--- src/design/hbc_cfg.svh ---
/*
 * Constants of the half-bridge fault and reset controller: register
 * offsets, field positions, reset values and timing counts.
 * Assumes a 20 MHz system clock; included by bare name.
 */
`ifndef HBC_CFG_SVH
`define HBC_CFG_SVH

// ***********************************************
// Timing
// ***********************************************
`define HBC_CLK_PERIOD_NS 50
`define HBC_MIN_LOW_NS 100
`define HBC_MIN_LOW_CYC ((`HBC_MIN_LOW_NS + `HBC_CLK_PERIOD_NS - 1) / `HBC_CLK_PERIOD_NS)
`define HBC_RST_PULSE_NS 1000
`define HBC_RST_PULSE_CYC ((`HBC_RST_PULSE_NS + `HBC_CLK_PERIOD_NS - 1) / `HBC_CLK_PERIOD_NS)
`define HBC_MIN_HIGH_CYC 1
`define HBC_PWM_PERIOD_CYC 1000

// ***********************************************
// Register word offsets
// ***********************************************
`define HBC_REG_CTRL 4'h0
`define HBC_REG_STATUS 4'h1
`define HBC_REG_MASK 4'h2
`define HBC_REG_LEVEL 4'h3
`define HBC_REG_CLEAR 4'h4
`define HBC_REG_DUTY0 4'h5

// ***********************************************
// Fields
// ***********************************************
`define HBC_CTRL_ENABLE 0
`define HBC_CTRL_LATCHED 1
`define HBC_CTRL_TWO_QUAD 2
`define HBC_EV_FAULT_SET 0
`define HBC_EV_FAULT_CLR 1
`define HBC_EV_WARN 2
`define HBC_LVL_FAULT_N 0
`define HBC_LVL_WARN_N 1
`define HBC_LVL_BUSY 2
`define HBC_LVL_RST_LSB 4
`define HBC_CTRL_RESET 3'h0
`define HBC_MASK_RESET 3'h0
`define HBC_DUTY_RESET 16'h01f4

`endif

--- src/design/hbc_pkg.sv ---
/*
 * Types of the half-bridge fault and reset controller.
 * Assumes nothing beyond a SystemVerilog compiler.
 */
`default_nettype none
package hbc_pkg;
   typedef enum logic [2:0] {
      ST_HOLD  = 3'b001,
      ST_RUN   = 3'b010,
      ST_PULSE = 3'b100
   } hbc_state_t;
endpackage
`default_nettype wire

--- src/design/hbc_pwm.sv ---
/*
 * Three-phase complementary PWM generator with a shared period counter.
 * Assumes duty words from the same clock domain.
 */
`timescale 1ns/1ps
`default_nettype none
`include "hbc_cfg.svh"

module hbc_pwm #(
   parameter int PERIOD = `HBC_PWM_PERIOD_CYC,
   parameter int MIN_LO = `HBC_MIN_LOW_CYC,
   parameter int MIN_HI = `HBC_MIN_HIGH_CYC
) (
   input wire logic clk,
   input wire logic srst,
   input wire logic [47:0] duty,
   output logic [2:0] pwm_q
);
   logic [15:0] cnt_q;
   logic [15:0] cnt_d;
   logic [2:0] pwm_d;
   localparam logic [15:0] LAST = 16'(PERIOD - 1);
   localparam logic [15:0] HI_LIM = 16'(PERIOD - MIN_LO);
   localparam logic [15:0] LO_LIM = 16'(MIN_HI);

   always_comb begin
      cnt_d = (cnt_q == LAST) ? 16'h0000 : cnt_q + 16'h0001;
   end

   // ***********************************************
   // Per-phase compare
   // ***********************************************
   genvar i;
   generate
      for (i = 0; i < 3; i++) begin : g_ph
         logic [15:0] dc;
         // Clamping keeps the input toggling every period, so no phase
         // can stay parked in high impedance after a limiting event.
         always_comb begin
            dc = duty[16*i +: 16];
            if (dc > HI_LIM) begin
               dc = HI_LIM;
            end else if (dc < LO_LIM) begin
               dc = LO_LIM;
            end
            pwm_d[i] = cnt_d < dc;
         end
      end
   endgenerate

   always_ff @(posedge clk) begin
      if (srst) begin
         cnt_q <= 16'h0000;
         pwm_q <= 3'h0;
      end else begin
         cnt_q <= cnt_d;
         pwm_q <= pwm_d;
      end
   end

   a_low_pulse_min: assert property (@(posedge clk) disable iff (srst)
      $fell(pwm_q[0]) |-> !pwm_q[0] [*2])
      else $error("low-side pulse shorter than minimum");
   a_pwm_toggles: assert property (@(posedge clk) disable iff (srst)
      (cnt_q == 16'h0000) |-> ##[1:1000] !pwm_q[1])
      else $error("phase input held constant for a period");
endmodule
`default_nettype wire

--- src/design/hbc_top.sv ---
/*
 * Host-side controller for a three-half-bridge power stage: PWM,
 * per-phase active-low resets, overcurrent mode pin, fault and
 * thermal warning monitoring, Avalon-MM slave registers and interrupt.
 * Assumes fault_n and thermal_warning_n arrive asynchronously.
 */
// Summary of operation
// - Latched/thermal: all three resets must rise (sequencer pulses all three in latched mode only)
// - Drive phases with complementary switching
// - Low-side on-pulse at least 100 ns
// - Two-quadrant use forces latched mode
// - Keep inputs toggling after limiting events
`timescale 1ns/1ps
`default_nettype none
`include "hbc_cfg.svh"

module hbc_top #(
   parameter int PERIOD = `HBC_PWM_PERIOD_CYC,
   parameter int RST_CYC = `HBC_RST_PULSE_CYC
) (
   input wire logic clk,
   input wire logic srst,
   input wire logic [3:0] avs_address,
   input wire logic avs_read,
   input wire logic avs_write,
   input wire logic [31:0] avs_writedata,
   output logic [31:0] avs_readdata_q,
   output logic avs_waitrequest_q,
   output logic irq_q,
   output logic [2:0] pwm_q,
   output logic [2:0] reset_n_q,
   output logic latched_overcurrent_mode_q,
   input wire logic fault_n,
   input wire logic thermal_warning_n
);
   // ***********************************************
   // Pin synchronisers
   // ***********************************************
   logic [1:0] in_s1_q;
   logic [1:0] in_s2_q;
   logic [1:0] in_s3_q;
   always_ff @(posedge clk) begin
      if (srst) begin
         in_s1_q <= 2'h3;
         in_s2_q <= 2'h3;
         in_s3_q <= 2'h3;
      end else begin
         in_s1_q <= {thermal_warning_n, fault_n};
         in_s2_q <= in_s1_q;
         in_s3_q <= in_s2_q;
      end
   end
   logic [2:0] ev;
   // Fault low covers undervoltage, overcurrent and thermal shutdown
   assign ev[`HBC_EV_FAULT_SET] = in_s3_q[0] & ~in_s2_q[0];
   // Undervoltage clears by itself, so a release can come unasked
   assign ev[`HBC_EV_FAULT_CLR] = ~in_s3_q[0] & in_s2_q[0];
   assign ev[`HBC_EV_WARN] = in_s3_q[1] & ~in_s2_q[1];

   // ***********************************************
   // Avalon-MM slave
   // ***********************************************
   logic req;
   logic take;
   logic [2:0] ctrl_q, ctrl_d;
   logic [2:0] stat_q, stat_d;
   logic [2:0] mask_q, mask_d;
   logic [47:0] duty_q, duty_d;
   logic [31:0] rdata_d;
   logic wait_d;
   logic irq_d;
   logic clr_go;
   logic [2:0] clr_sel;
   hbc_pkg::hbc_state_t st_q, st_d;
   logic [15:0] cnt_q, cnt_d;
   logic [2:0] pmask_q, pmask_d;
   logic [2:0] rst_d;
   logic mode_d;

   assign req = avs_read | avs_write;
   // One wait cycle: access completes at the edge that sees wait low
   assign take = req & ~avs_waitrequest_q;
   assign clr_go = take & avs_write & (avs_address == `HBC_REG_CLEAR);
   assign clr_sel = avs_writedata[2:0];

   always_comb begin
      ctrl_d = ctrl_q;
      mask_d = mask_q;
      duty_d = duty_q;
      wait_d = ~(req & avs_waitrequest_q);
      rdata_d = avs_readdata_q;
      // Set wins over a simultaneous write-one clear
      stat_d = stat_q & ~((take & avs_write & (avs_address == `HBC_REG_STATUS))
                          ? avs_writedata[2:0] : 3'h0);
      stat_d = stat_d | ev;
      if (take && avs_write) begin
         case (avs_address)
            `HBC_REG_CTRL: ctrl_d = avs_writedata[2:0];
            `HBC_REG_MASK: mask_d = avs_writedata[2:0];
            4'h5, 4'h6, 4'h7: duty_d[16*(avs_address - 4'h5) +: 16] = avs_writedata[15:0];
            default: ;
         endcase
      end
      if (req && avs_waitrequest_q) begin
         case (avs_address)
            `HBC_REG_CTRL: rdata_d = {29'h0, ctrl_q};
            `HBC_REG_STATUS: rdata_d = {29'h0, stat_q};
            `HBC_REG_MASK: rdata_d = {29'h0, mask_q};
            `HBC_REG_LEVEL: rdata_d = {25'h0, reset_n_q, 1'b0, (st_q != hbc_pkg::ST_RUN),
                                       in_s2_q};
            4'h5: rdata_d = {16'h0, duty_q[15:0]};
            4'h6: rdata_d = {16'h0, duty_q[31:16]};
            4'h7: rdata_d = {16'h0, duty_q[47:32]};
            default: rdata_d = 32'h0;
         endcase
      end
      irq_d = |(stat_d & mask_d);
   end

   always_ff @(posedge clk) begin
      if (srst) begin
         ctrl_q <= `HBC_CTRL_RESET;
         mask_q <= `HBC_MASK_RESET;
         stat_q <= 3'h0;
         duty_q <= {3{`HBC_DUTY_RESET}};
         avs_waitrequest_q <= 1'b1;
         avs_readdata_q <= 32'h0;
         irq_q <= 1'b0;
      end else begin
         ctrl_q <= ctrl_d;
         mask_q <= mask_d;
         stat_q <= stat_d;
         duty_q <= duty_d;
         avs_waitrequest_q <= wait_d;
         avs_readdata_q <= rdata_d;
         irq_q <= irq_d;
      end
   end

   // ***********************************************
   // Reset sequencer
   // ***********************************************
   localparam logic [15:0] RST_LAST = 16'(RST_CYC - 1);
   logic latched_sel;
   // Two-quadrant use must not run cycle limiting
   assign latched_sel = ctrl_q[`HBC_CTRL_LATCHED] | ctrl_q[`HBC_CTRL_TWO_QUAD];

   always_comb begin
      st_d = st_q;
      cnt_d = cnt_q;
      pmask_d = pmask_q;
      case (st_q)
         hbc_pkg::ST_HOLD: begin
            // Release only once the mode pin already shows the wanted mode
            if (ctrl_q[`HBC_CTRL_ENABLE] && latched_overcurrent_mode_q == latched_sel) begin
               st_d = hbc_pkg::ST_RUN;
            end
         end
         hbc_pkg::ST_RUN: begin
            if (!ctrl_q[`HBC_CTRL_ENABLE]) begin
               st_d = hbc_pkg::ST_HOLD;
            end else if (clr_go && clr_sel != 3'h0) begin
               st_d = hbc_pkg::ST_PULSE;
               cnt_d = 16'h0000;
               // Latched faults need a rising edge on every phase
               pmask_d = latched_sel ? 3'h7 : clr_sel;
            end
         end
         hbc_pkg::ST_PULSE: begin
            cnt_d = cnt_q + 16'h0001;
            if (cnt_q == RST_LAST) begin
               st_d = ctrl_q[`HBC_CTRL_ENABLE] ? hbc_pkg::ST_RUN : hbc_pkg::ST_HOLD;
            end
         end
         default: st_d = hbc_pkg::ST_HOLD;
      endcase
      // Disabled bridges float; a pulse gives its phase a rising edge
      rst_d = 3'h7;
      if (st_d == hbc_pkg::ST_HOLD) begin
         rst_d = 3'h0;
      end else if (st_d == hbc_pkg::ST_PULSE) begin
         rst_d = ~pmask_d;
      end
      // Mode pin changes only with all bridges held in reset
      if (st_q == hbc_pkg::ST_HOLD && st_d == hbc_pkg::ST_HOLD) begin
         mode_d = latched_sel;
      end else begin
         mode_d = latched_overcurrent_mode_q;
      end
   end

   always_ff @(posedge clk) begin
      if (srst) begin
         st_q <= hbc_pkg::ST_HOLD;
         cnt_q <= 16'h0000;
         pmask_q <= 3'h0;
         reset_n_q <= 3'h0;
         latched_overcurrent_mode_q <= 1'b0;
      end else begin
         st_q <= st_d;
         cnt_q <= cnt_d;
         pmask_q <= pmask_d;
         reset_n_q <= rst_d;
         latched_overcurrent_mode_q <= mode_d;
      end
   end

   hbc_pwm #(
      .PERIOD(PERIOD)
   ) hbc_pwm_i (
      .clk(clk),
      .srst(srst),
      .duty(duty_q),
      .pwm_q(pwm_q)
   );

   // ***********************************************
   // Checks
   // ***********************************************
   a_hold_resets: assert property (@(posedge clk) disable iff (srst)
      (st_q == hbc_pkg::ST_HOLD) |-> reset_n_q == 3'h0)
      else $error("resets not held low while disabled");
   a_latched_all: assert property (@(posedge clk) disable iff (srst)
      (clr_go && clr_sel != 3'h0 && st_q == hbc_pkg::ST_RUN && latched_sel)
      |=> reset_n_q == 3'h0)
      else $error("latched clear did not pulse all resets");
   a_cycle_one: assert property (@(posedge clk) disable iff (srst)
      (clr_go && st_q == hbc_pkg::ST_RUN && !latched_sel && ctrl_q[0] && clr_sel != 3'h0)
      |=> reset_n_q == ~$past(clr_sel))
      else $error("cycle clear hit wrong phases");
   a_pulse_ends: assert property (@(posedge clk) disable iff (srst)
      $rose(st_q == hbc_pkg::ST_PULSE) |-> ##[1:300] st_q != hbc_pkg::ST_PULSE)
      else $error("reset pulse did not end");
   a_two_quad: assert property (@(posedge clk) disable iff (srst)
      (st_q == hbc_pkg::ST_HOLD && ctrl_q[`HBC_CTRL_TWO_QUAD]) |=> latched_overcurrent_mode_q)
      else $error("two-quadrant use left cycle limiting on");
   a_fault_flag: assert property (@(posedge clk) disable iff (srst)
      (in_s3_q[0] && !in_s2_q[0]) |=> stat_q[`HBC_EV_FAULT_SET])
      else $error("fault event not recorded");
   a_fault_release: assert property (@(posedge clk) disable iff (srst)
      $rose(in_s2_q[0]) |=> stat_q[`HBC_EV_FAULT_CLR])
      else $error("fault release not recorded");
   a_wait_one: assert property (@(posedge clk) disable iff (srst)
      (req && avs_waitrequest_q) |=> !avs_waitrequest_q)
      else $error("bus answer late");
endmodule
`default_nettype wire

--- config.mk ---
export PLATFORM = sky130hd
export DESIGN_NAME = hbc_top
export DESIGN_NICKNAME = d
export VERILOG_FILES = /design/src/design/hbc_pkg.sv /design/src/design/hbc_pwm.sv /design/src/design/hbc_top.sv
export VERILOG_INCLUDE_DIRS = /design/src /design/src/design
export SDC_FILE = /design/constraint.sdc
export NUM_CORES = 1
export LEC_CHECK = 0
export BUFFER_PORTS_ARGS = -buffer_cell sky130_fd_sc_hd__buf_2
export CAP_MARGIN = 25
export CORE_ASPECT_RATIO = 0.8
export CORE_MARGIN = 5
export CORE_UTILIZATION = 55
export CTS_CLUSTER_SIZE = 25
export DETAILED_ROUTE_END_ITERATION = 10
export PLACE_DENSITY = 0.8
export RECOVER_POWER = 100
export SYNTH_ARGS = -nofsm -noshare
export SYNTH_HDL_FRONTEND = slang
export SYNTH_SLANG_ARGS = --single-unit
--- constraint.sdc ---
create_clock -name clk -period 9.51 [get_ports clk]
set_clock_uncertainty 0.2 [all_clocks]
set_input_delay 0.951 -clock clk [delete_from_list [all_inputs] [get_ports clk]]
set_output_delay 0.951 -clock clk [all_outputs]
set_load 0.005 [all_outputs]
; Word level (Yosys, flattened, before mapping)
; Cells that the tools add are included.
[classes]
addsub = 4
order_cmp = 9
eq_ne = 18
n_shift = 2
muxes = 26
n_bitwise = 20
n_reduce_logical = 14
[ops]
columns = op, n
row1 = $mux 16, 9
row2 = $pmux 16 s7, 1
row3 = $bwmux 48, 1
row4 = $gt 16x10->1 const B, 3
row5 = $lt 16x1->1 const B, 3
row6 = $lt 16x16->1, 3
row7 = $shift 16x34->48 const A, 1
row8 = $shiftx 16x34->48, 1
row9 = $mux 3, 12
row10 = $neg 32->34, 1
row11 = $add 16x1->16 const B, 2
row12 = $pmux 16 s2, 1
row13 = $eq 16x10->1 const B, 1
row14 = $eq 16x5->1 const B, 1
row15 = $eq 4x3->1 const B, 4
row16 = $pmux 3 s3, 1
row17 = $and 1x1->1, 8
row18 = $eq 4x2->1 const B, 2
row19 = $and 3x3->3, 2
row20 = $eq 3x1->1 const B, 2
row21 = $eq 3x3->1 const B, 2
row22 = $not 3->3, 2
row23 = $reduce_or 3->1, 2
row24 = $logic_and 1x1->1, 5
row25 = other kinds (16), 23
[totals]
ff_bits = 142
inputBits = 42
output_inout_bits = 41

; Depth between registers and ports, before layout
[depth]
ltp_word = 10
mapped_depth = 16
ltp_nobuf = 12

; Hierarchy
; From an unflattened synthesis, not the netlist that was laid out.
[hier_totals]
cells_unflattened = 816
area_unflattened_um2 = 7213.2
[modules_own_cells]
columns = module, instances, cells_per_inst, area_per_inst_um2
row1 = hbc_top, 1, 553, 5067.4
row2 = hbc_pwm, 1, 263, 2145.8

; Worst setup path before layout
; Ideal clock, no wire load.
[synth_path]
path_type = input to register
startpoint = input port avs_address[0]
endpoint = register duty_q[18]
setup_ns = 0.129
arrival_ns = 4.258
t_required_ns = 9.181
path_slack_ns = 4.922
path_stages = 16
path_cell_list = clkbuf_1 inv_1 ha_1 clkbuf_8 nand2b_1 o31ai_1 a21o_1 nand2_1 ha_1 or4b_2 nor3_1 nor4b_1 buf_2 buf_6 mux2i_1 nand2_1
[synth_between]
elab_chain_cells = 4
[synth_rtl]
columns = item, line
row1 = "start, declared", hbc_top.sv:23  ; input wire logic [3:0] avs_address,
row2 = $sub 4x3->5, hbc_top.sv:100  ; 4'h5, 4'h6, 4'h7: duty_d[16*(avs_address - 4'h5) +: 16] = avs_writedata[15:0];
row3 = $neg 32->34, hbc_top.sv:100
row4 = $shiftx 16x34->48 or $shift 16x34->48 (tied branches), hbc_top.sv:100
row5 = $bwmux 48, hbc_top.sv:100
row6 = "end signal, assigned", hbc_top.sv:125  ; duty_q <= {3{`HBC_DUTY_RESET}};
row7 = "end signal, assigned", hbc_top.sv:133  ; duty_q <= duty_d;
row8 = "end, declared", hbc_top.sv:68  ; logic [47:0] duty_q, duty_d;
; Parallel ways exist; a longest one is shown, timed or not.
; A chain may end at the register's enable or synchronous reset.

; Worst setup path after layout
[layout_path]
startpoint = input port avs_address[0]
endpoint = register duty_q[31]
; The elaborated chain is that of the path after synthesis.

==> out/summary.md <==
### Run status
- outcome: complete, but fails checks
- violations in the final reports: max-capacitance violations, max-slew violations

### Clock network
- Clock Latency Late Sink: 0.43 ns
- Max Buffers Root-to-Sink: 2
- clock-pin slew of the registers on the worst-case setup and hold paths: 0.06 ns
- number of resized instances in the post-cts repair step: 0
- depth of the CTS H-tree: 4
- TritonCTS clock tree: yes
- clock tree root driver cell: sky130_fd_sc_hd__clkbuf_16
- number of clock sinks: 126
- CTS buffer count: 17
- Post-CTS Setup Inserts: 0
- hold_buf cts: 0

### STA
- number of endpoints with negative hold slack in the final report: 0
- FMAX: 175 MHz
- Min Hold Slack: 0.205 ns
- share of the cycle needed by the critical path after routing: 0.600
- clock period minus worst slack: 5.71 ns
- Setup TNS: 0 ns
- relative max-transition margin: -1.20
- Worst Tran Pin Value: 3.30 ns
- unrepaired setup endpoints after global routing: false
- final number of setup-violating endpoints: 0
- Slew Limit Fails: 77

### Setup path
- Critical Path Sink Type: flop
- Buffers & Inverters on Critical Path: 3
- Worst path max stage delay: 1.01 ns
- Critical Setup Path Class: primary input to flop
- WP data required: 9.49 ns
- arrival time at the worst endpoint: 5.69 ns
- critical path startpoint category: primary input
- CP delay by family, top: simple AND/OR/NAND/NOR gates
- critical path cell sequence: clkbuf_1 > inv_1 > ha_1 > nand2b_1 > o31ai_1 > a21o_1 > nand2_1 > ha_1 > or4b_2 > nor3_1 > nor4b_1 > clkbuf_1 > mux2i_1 > nor2_1
- top fanout value on the critical path: 16
- cell with the largest stage delay on the worst path: sky130_fd_sc_hd__clkbuf_1

### Floorplan
- Die Area: 0.0155 mm²
- Die Span X: 138 µm
- core area: 0.0129 mm²
- Std-Cell Rows: 37
- initial cell density of the core: 0.562
- height of the die: 113 µm
- ports placed on the boundary: 83

### Layout
- Diodes inserted: 0
- post-layout net count: 980
- fraction of final layout cells with drive strength greater than 1: 0.0985
- layout overhead on the synthesized area: 11.2%

### Synthesis
- top cells by area, synth: sky130_fd_sc_hd__dfxtp_1, sky130_fd_sc_hd__ha_1, sky130_fd_sc_hd__nor2_1
- Post-synth EDFFs: 0
- mean cell area of the mapped netlist: 8.64 µm²
- area of the mapped netlist: 0.00723 mm²
- synthesized netlist cell count: 836
- proportion of register bits with asynchronous set or reset after synthesis: 0
- count of state elements after synthesis: 126
- area share of the largest cell type after synthesis: 0.349
- number of distinct library cell variants in the gate-level netlist after synthesis: 72
- Yosys Warn Count: 0
- share of synthesized area occupied by flip-flops and latches: 0.349
- most instantiated flip-flop cell in the synthesis netlist: sky130_fd_sc_hd__dfxtp_1
- Synth area leader: sky130_fd_sc_hd__dfxtp_1

### Pwr
- proportion of power drawn by combinational gates: 0.070
- Int Power: 0.000908 W
- Total Power: 0.00124 W
- net switching power: 0.000336 W
- Clk pwr share: 0.500
- switch share: 0.270
- Lkg Pwr: 3.47 nW
- cell area power density: 155 mW/mm²
- maximum ir drop on the vdd rail: 138 µV
- sequential share of power: 0.430

### Drt
- Post-DRT Antenna Nets: 0
- number of iterations in the first detailed-routing pass: 5
- wire length after detailed routing: 18.6 mm
- final routed wire length divided by cell count: 17.4 µm
- routed via count: 6450
- detailed-route vias per instance: 6.04
- remaining routing DRC violations: 0
- First DRT Iteration DRCs: 598

### Placement
- placed wire-length estimate: 13.1 mm
- weighted congestion reported at the end of routability-driven placement: 0.931
- I/O Buffers: 50

### Global routing
- vias in the first global route: 6075
- maximum number of pins on one net before global-route repair: 77
- number of antenna violations at the first check in global routing: 0
- global routing usage summed across all routing layers: 0.238
- wire length of the first global-routing pass: 30.5 mm
- leftover overflow at the end of global routing: 0

### Hold path
- class of the tightest hold or removal check: flop to flop

### Flow run
- reported max-cap violation count: 1

## per-stage QoR
| step | utilization | cells | worst slack (ns) | instance area (µm²) |
|---|---|---|---|---|
| after global placement | 0.584 | 1036 | 4.55 | 7510 |
| after global routing | 0.625 | 1068 | 3.39 | 8040 |
| after floorplan | - | 868 | 4.92 | 7350 |
| final | 0.625 | 1068 | 3.80 | 8040 |
| after CTS | 0.628 | 1068 | 4.86 | 8080 |
| after detailed placement | 0.584 | 1036 | 4.43 | 7510 |
## cells in the final DEF (no fill, tap or decap), types with 6 or more instances in the layout
cell type / instances
sky130_fd_sc_hd__dfxtp_1: 126
sky130_fd_sc_hd__nor2_1: 115
sky130_fd_sc_hd__nand2_1: 63
sky130_fd_sc_hd__ha_1: 58
sky130_fd_sc_hd__a21oi_1: 53
sky130_fd_sc_hd__mux2i_1: 41
sky130_fd_sc_hd__nand3_1: 40
sky130_fd_sc_hd__conb_1: 34
sky130_fd_sc_hd__buf_2: 33
sky130_fd_sc_hd__clkbuf_1: 20
sky130_fd_sc_hd__nand4_1: 18
sky130_fd_sc_hd__o21ai_0: 17
sky130_fd_sc_hd__nor2b_1: 17
sky130_fd_sc_hd__nor4_1: 17
sky130_fd_sc_hd__clkbuf_16: 17
sky130_fd_sc_hd__xnor2_1: 16
sky130_fd_sc_hd__xor2_1: 14
sky130_fd_sc_hd__and3_1: 13
sky130_fd_sc_hd__a222oi_1: 12
sky130_fd_sc_hd__and2_1: 11
sky130_fd_sc_hd__a22oi_1: 9
sky130_fd_sc_hd__nand2b_1: 8
sky130_fd_sc_hd__inv_1: 8
sky130_fd_sc_hd__a21o_1: 8
sky130_fd_sc_hd__or2_2: 8
sky130_fd_sc_hd__a211oi_1: 7
sky130_fd_sc_hd__and3b_1: 7
sky130_fd_sc_hd__and4_1: 6
sky130_fd_sc_hd__inv_6: 6
## synth_stat cells (all sizes together), types with 6 or more instances
library cell	count
and2	12
and3b	7
nor2	116
a211oi	9
buf	27
nand2	63
clkbuf	36
dfxtp	126
xor2	14
and4	6
nor2b	17
ha	58
a21o	8
nor4	17
or2	9
and3	13
nand3	40
a21oi	53
a22oi	9
o21ai	18
nand2b	8
mux2i	41
nor3	6
a222oi	12
nand4	18
inv	8
xnor2	16
## cell families after synthesis
family / count (synthesis) / synth area share
AOI/OAI and AO/OA: 147 / 0.142
muxes: 42 / 0.0583
other: 2 / 0.00104
adders and majority gates: 58 / 0.100
buffers and inverters: 71 / 0.0533
DFF: 126 / 0.349
and+or+nand+nor: 359 / 0.256
xor gates and xnor gates: 31 / 0.0396
## worst paths after layout
| check | start | end | slack [ns] | depth (start not counted) |
|---|---|---|---|---|
| setup / recovery | avs_address[0] | duty_q[31] | 3.80 | 14 |
| hold / removal | in_s1_q[0] | in_s2_q[0] | 0.20 | 1 |
| setup reg to reg | hbc_pwm_i.cnt_q[0] | hbc_pwm_i.pwm_q[0] | 6.15 | 10 |
| hold reg to reg | in_s1_q[0] | in_s2_q[0] | 0.20 | 1 |
## state kept, by name, indices dropped and copies added, names as in the netlist, 3 cells and up
name	flops
ctrl_q	3
reset_n_q	3
hbc_pwm_i.cnt_q	16
avs_readdata_q	16
pmask_q	3
duty_q	48
st_q	3
cnt_q	16
mask_q	3
stat_q	3
hbc_pwm_i.pwm_q	3
## power by group through the flow
stage                     clock [W]  combinational [W]  sequential [W]
final                      0.000622          0.0000867        0.000535
after global routing       0.000657          0.0000955        0.000536
after CTS                  0.000628          0.0000850        0.000535
after detailed placement          0          0.0000837        0.000547
after global placement            0          0.0000822        0.000547
after floorplan                   0          0.0000635        0.000546
## layout make-up
class	count	area [µm²]
clock inverters	15	140
fillers	1156	4830
clock buffers	17	425
repair buffers	56	263
inverters	8	30.0
flip-flops and latches	126	2520
well taps	175	219
multi-input cells	671	4440
## metal layers
metal	vias up	part of all wire	global-route usage
met5	-	0	0
met4	0	0.023	0.0908
met3	48	0.084	0.0549
met2	258	0.43	0.359
met1	3065	0.46	0.331
li1	3079	-	-
## worst reg2reg max path: cells and delay by family (launching register included)
| kind | cells | cell delay [ns] |
|---|---|---|
| AOI/OAI and AO/OA | 5 | 1.45 |
| and+or+nand+nor | 3 | 0.66 |
| adders and majority gates | 2 | 0.57 |
| DFF | 1 | 0.38 |
No activity file was read; power rests on OpenSTA's default activity.
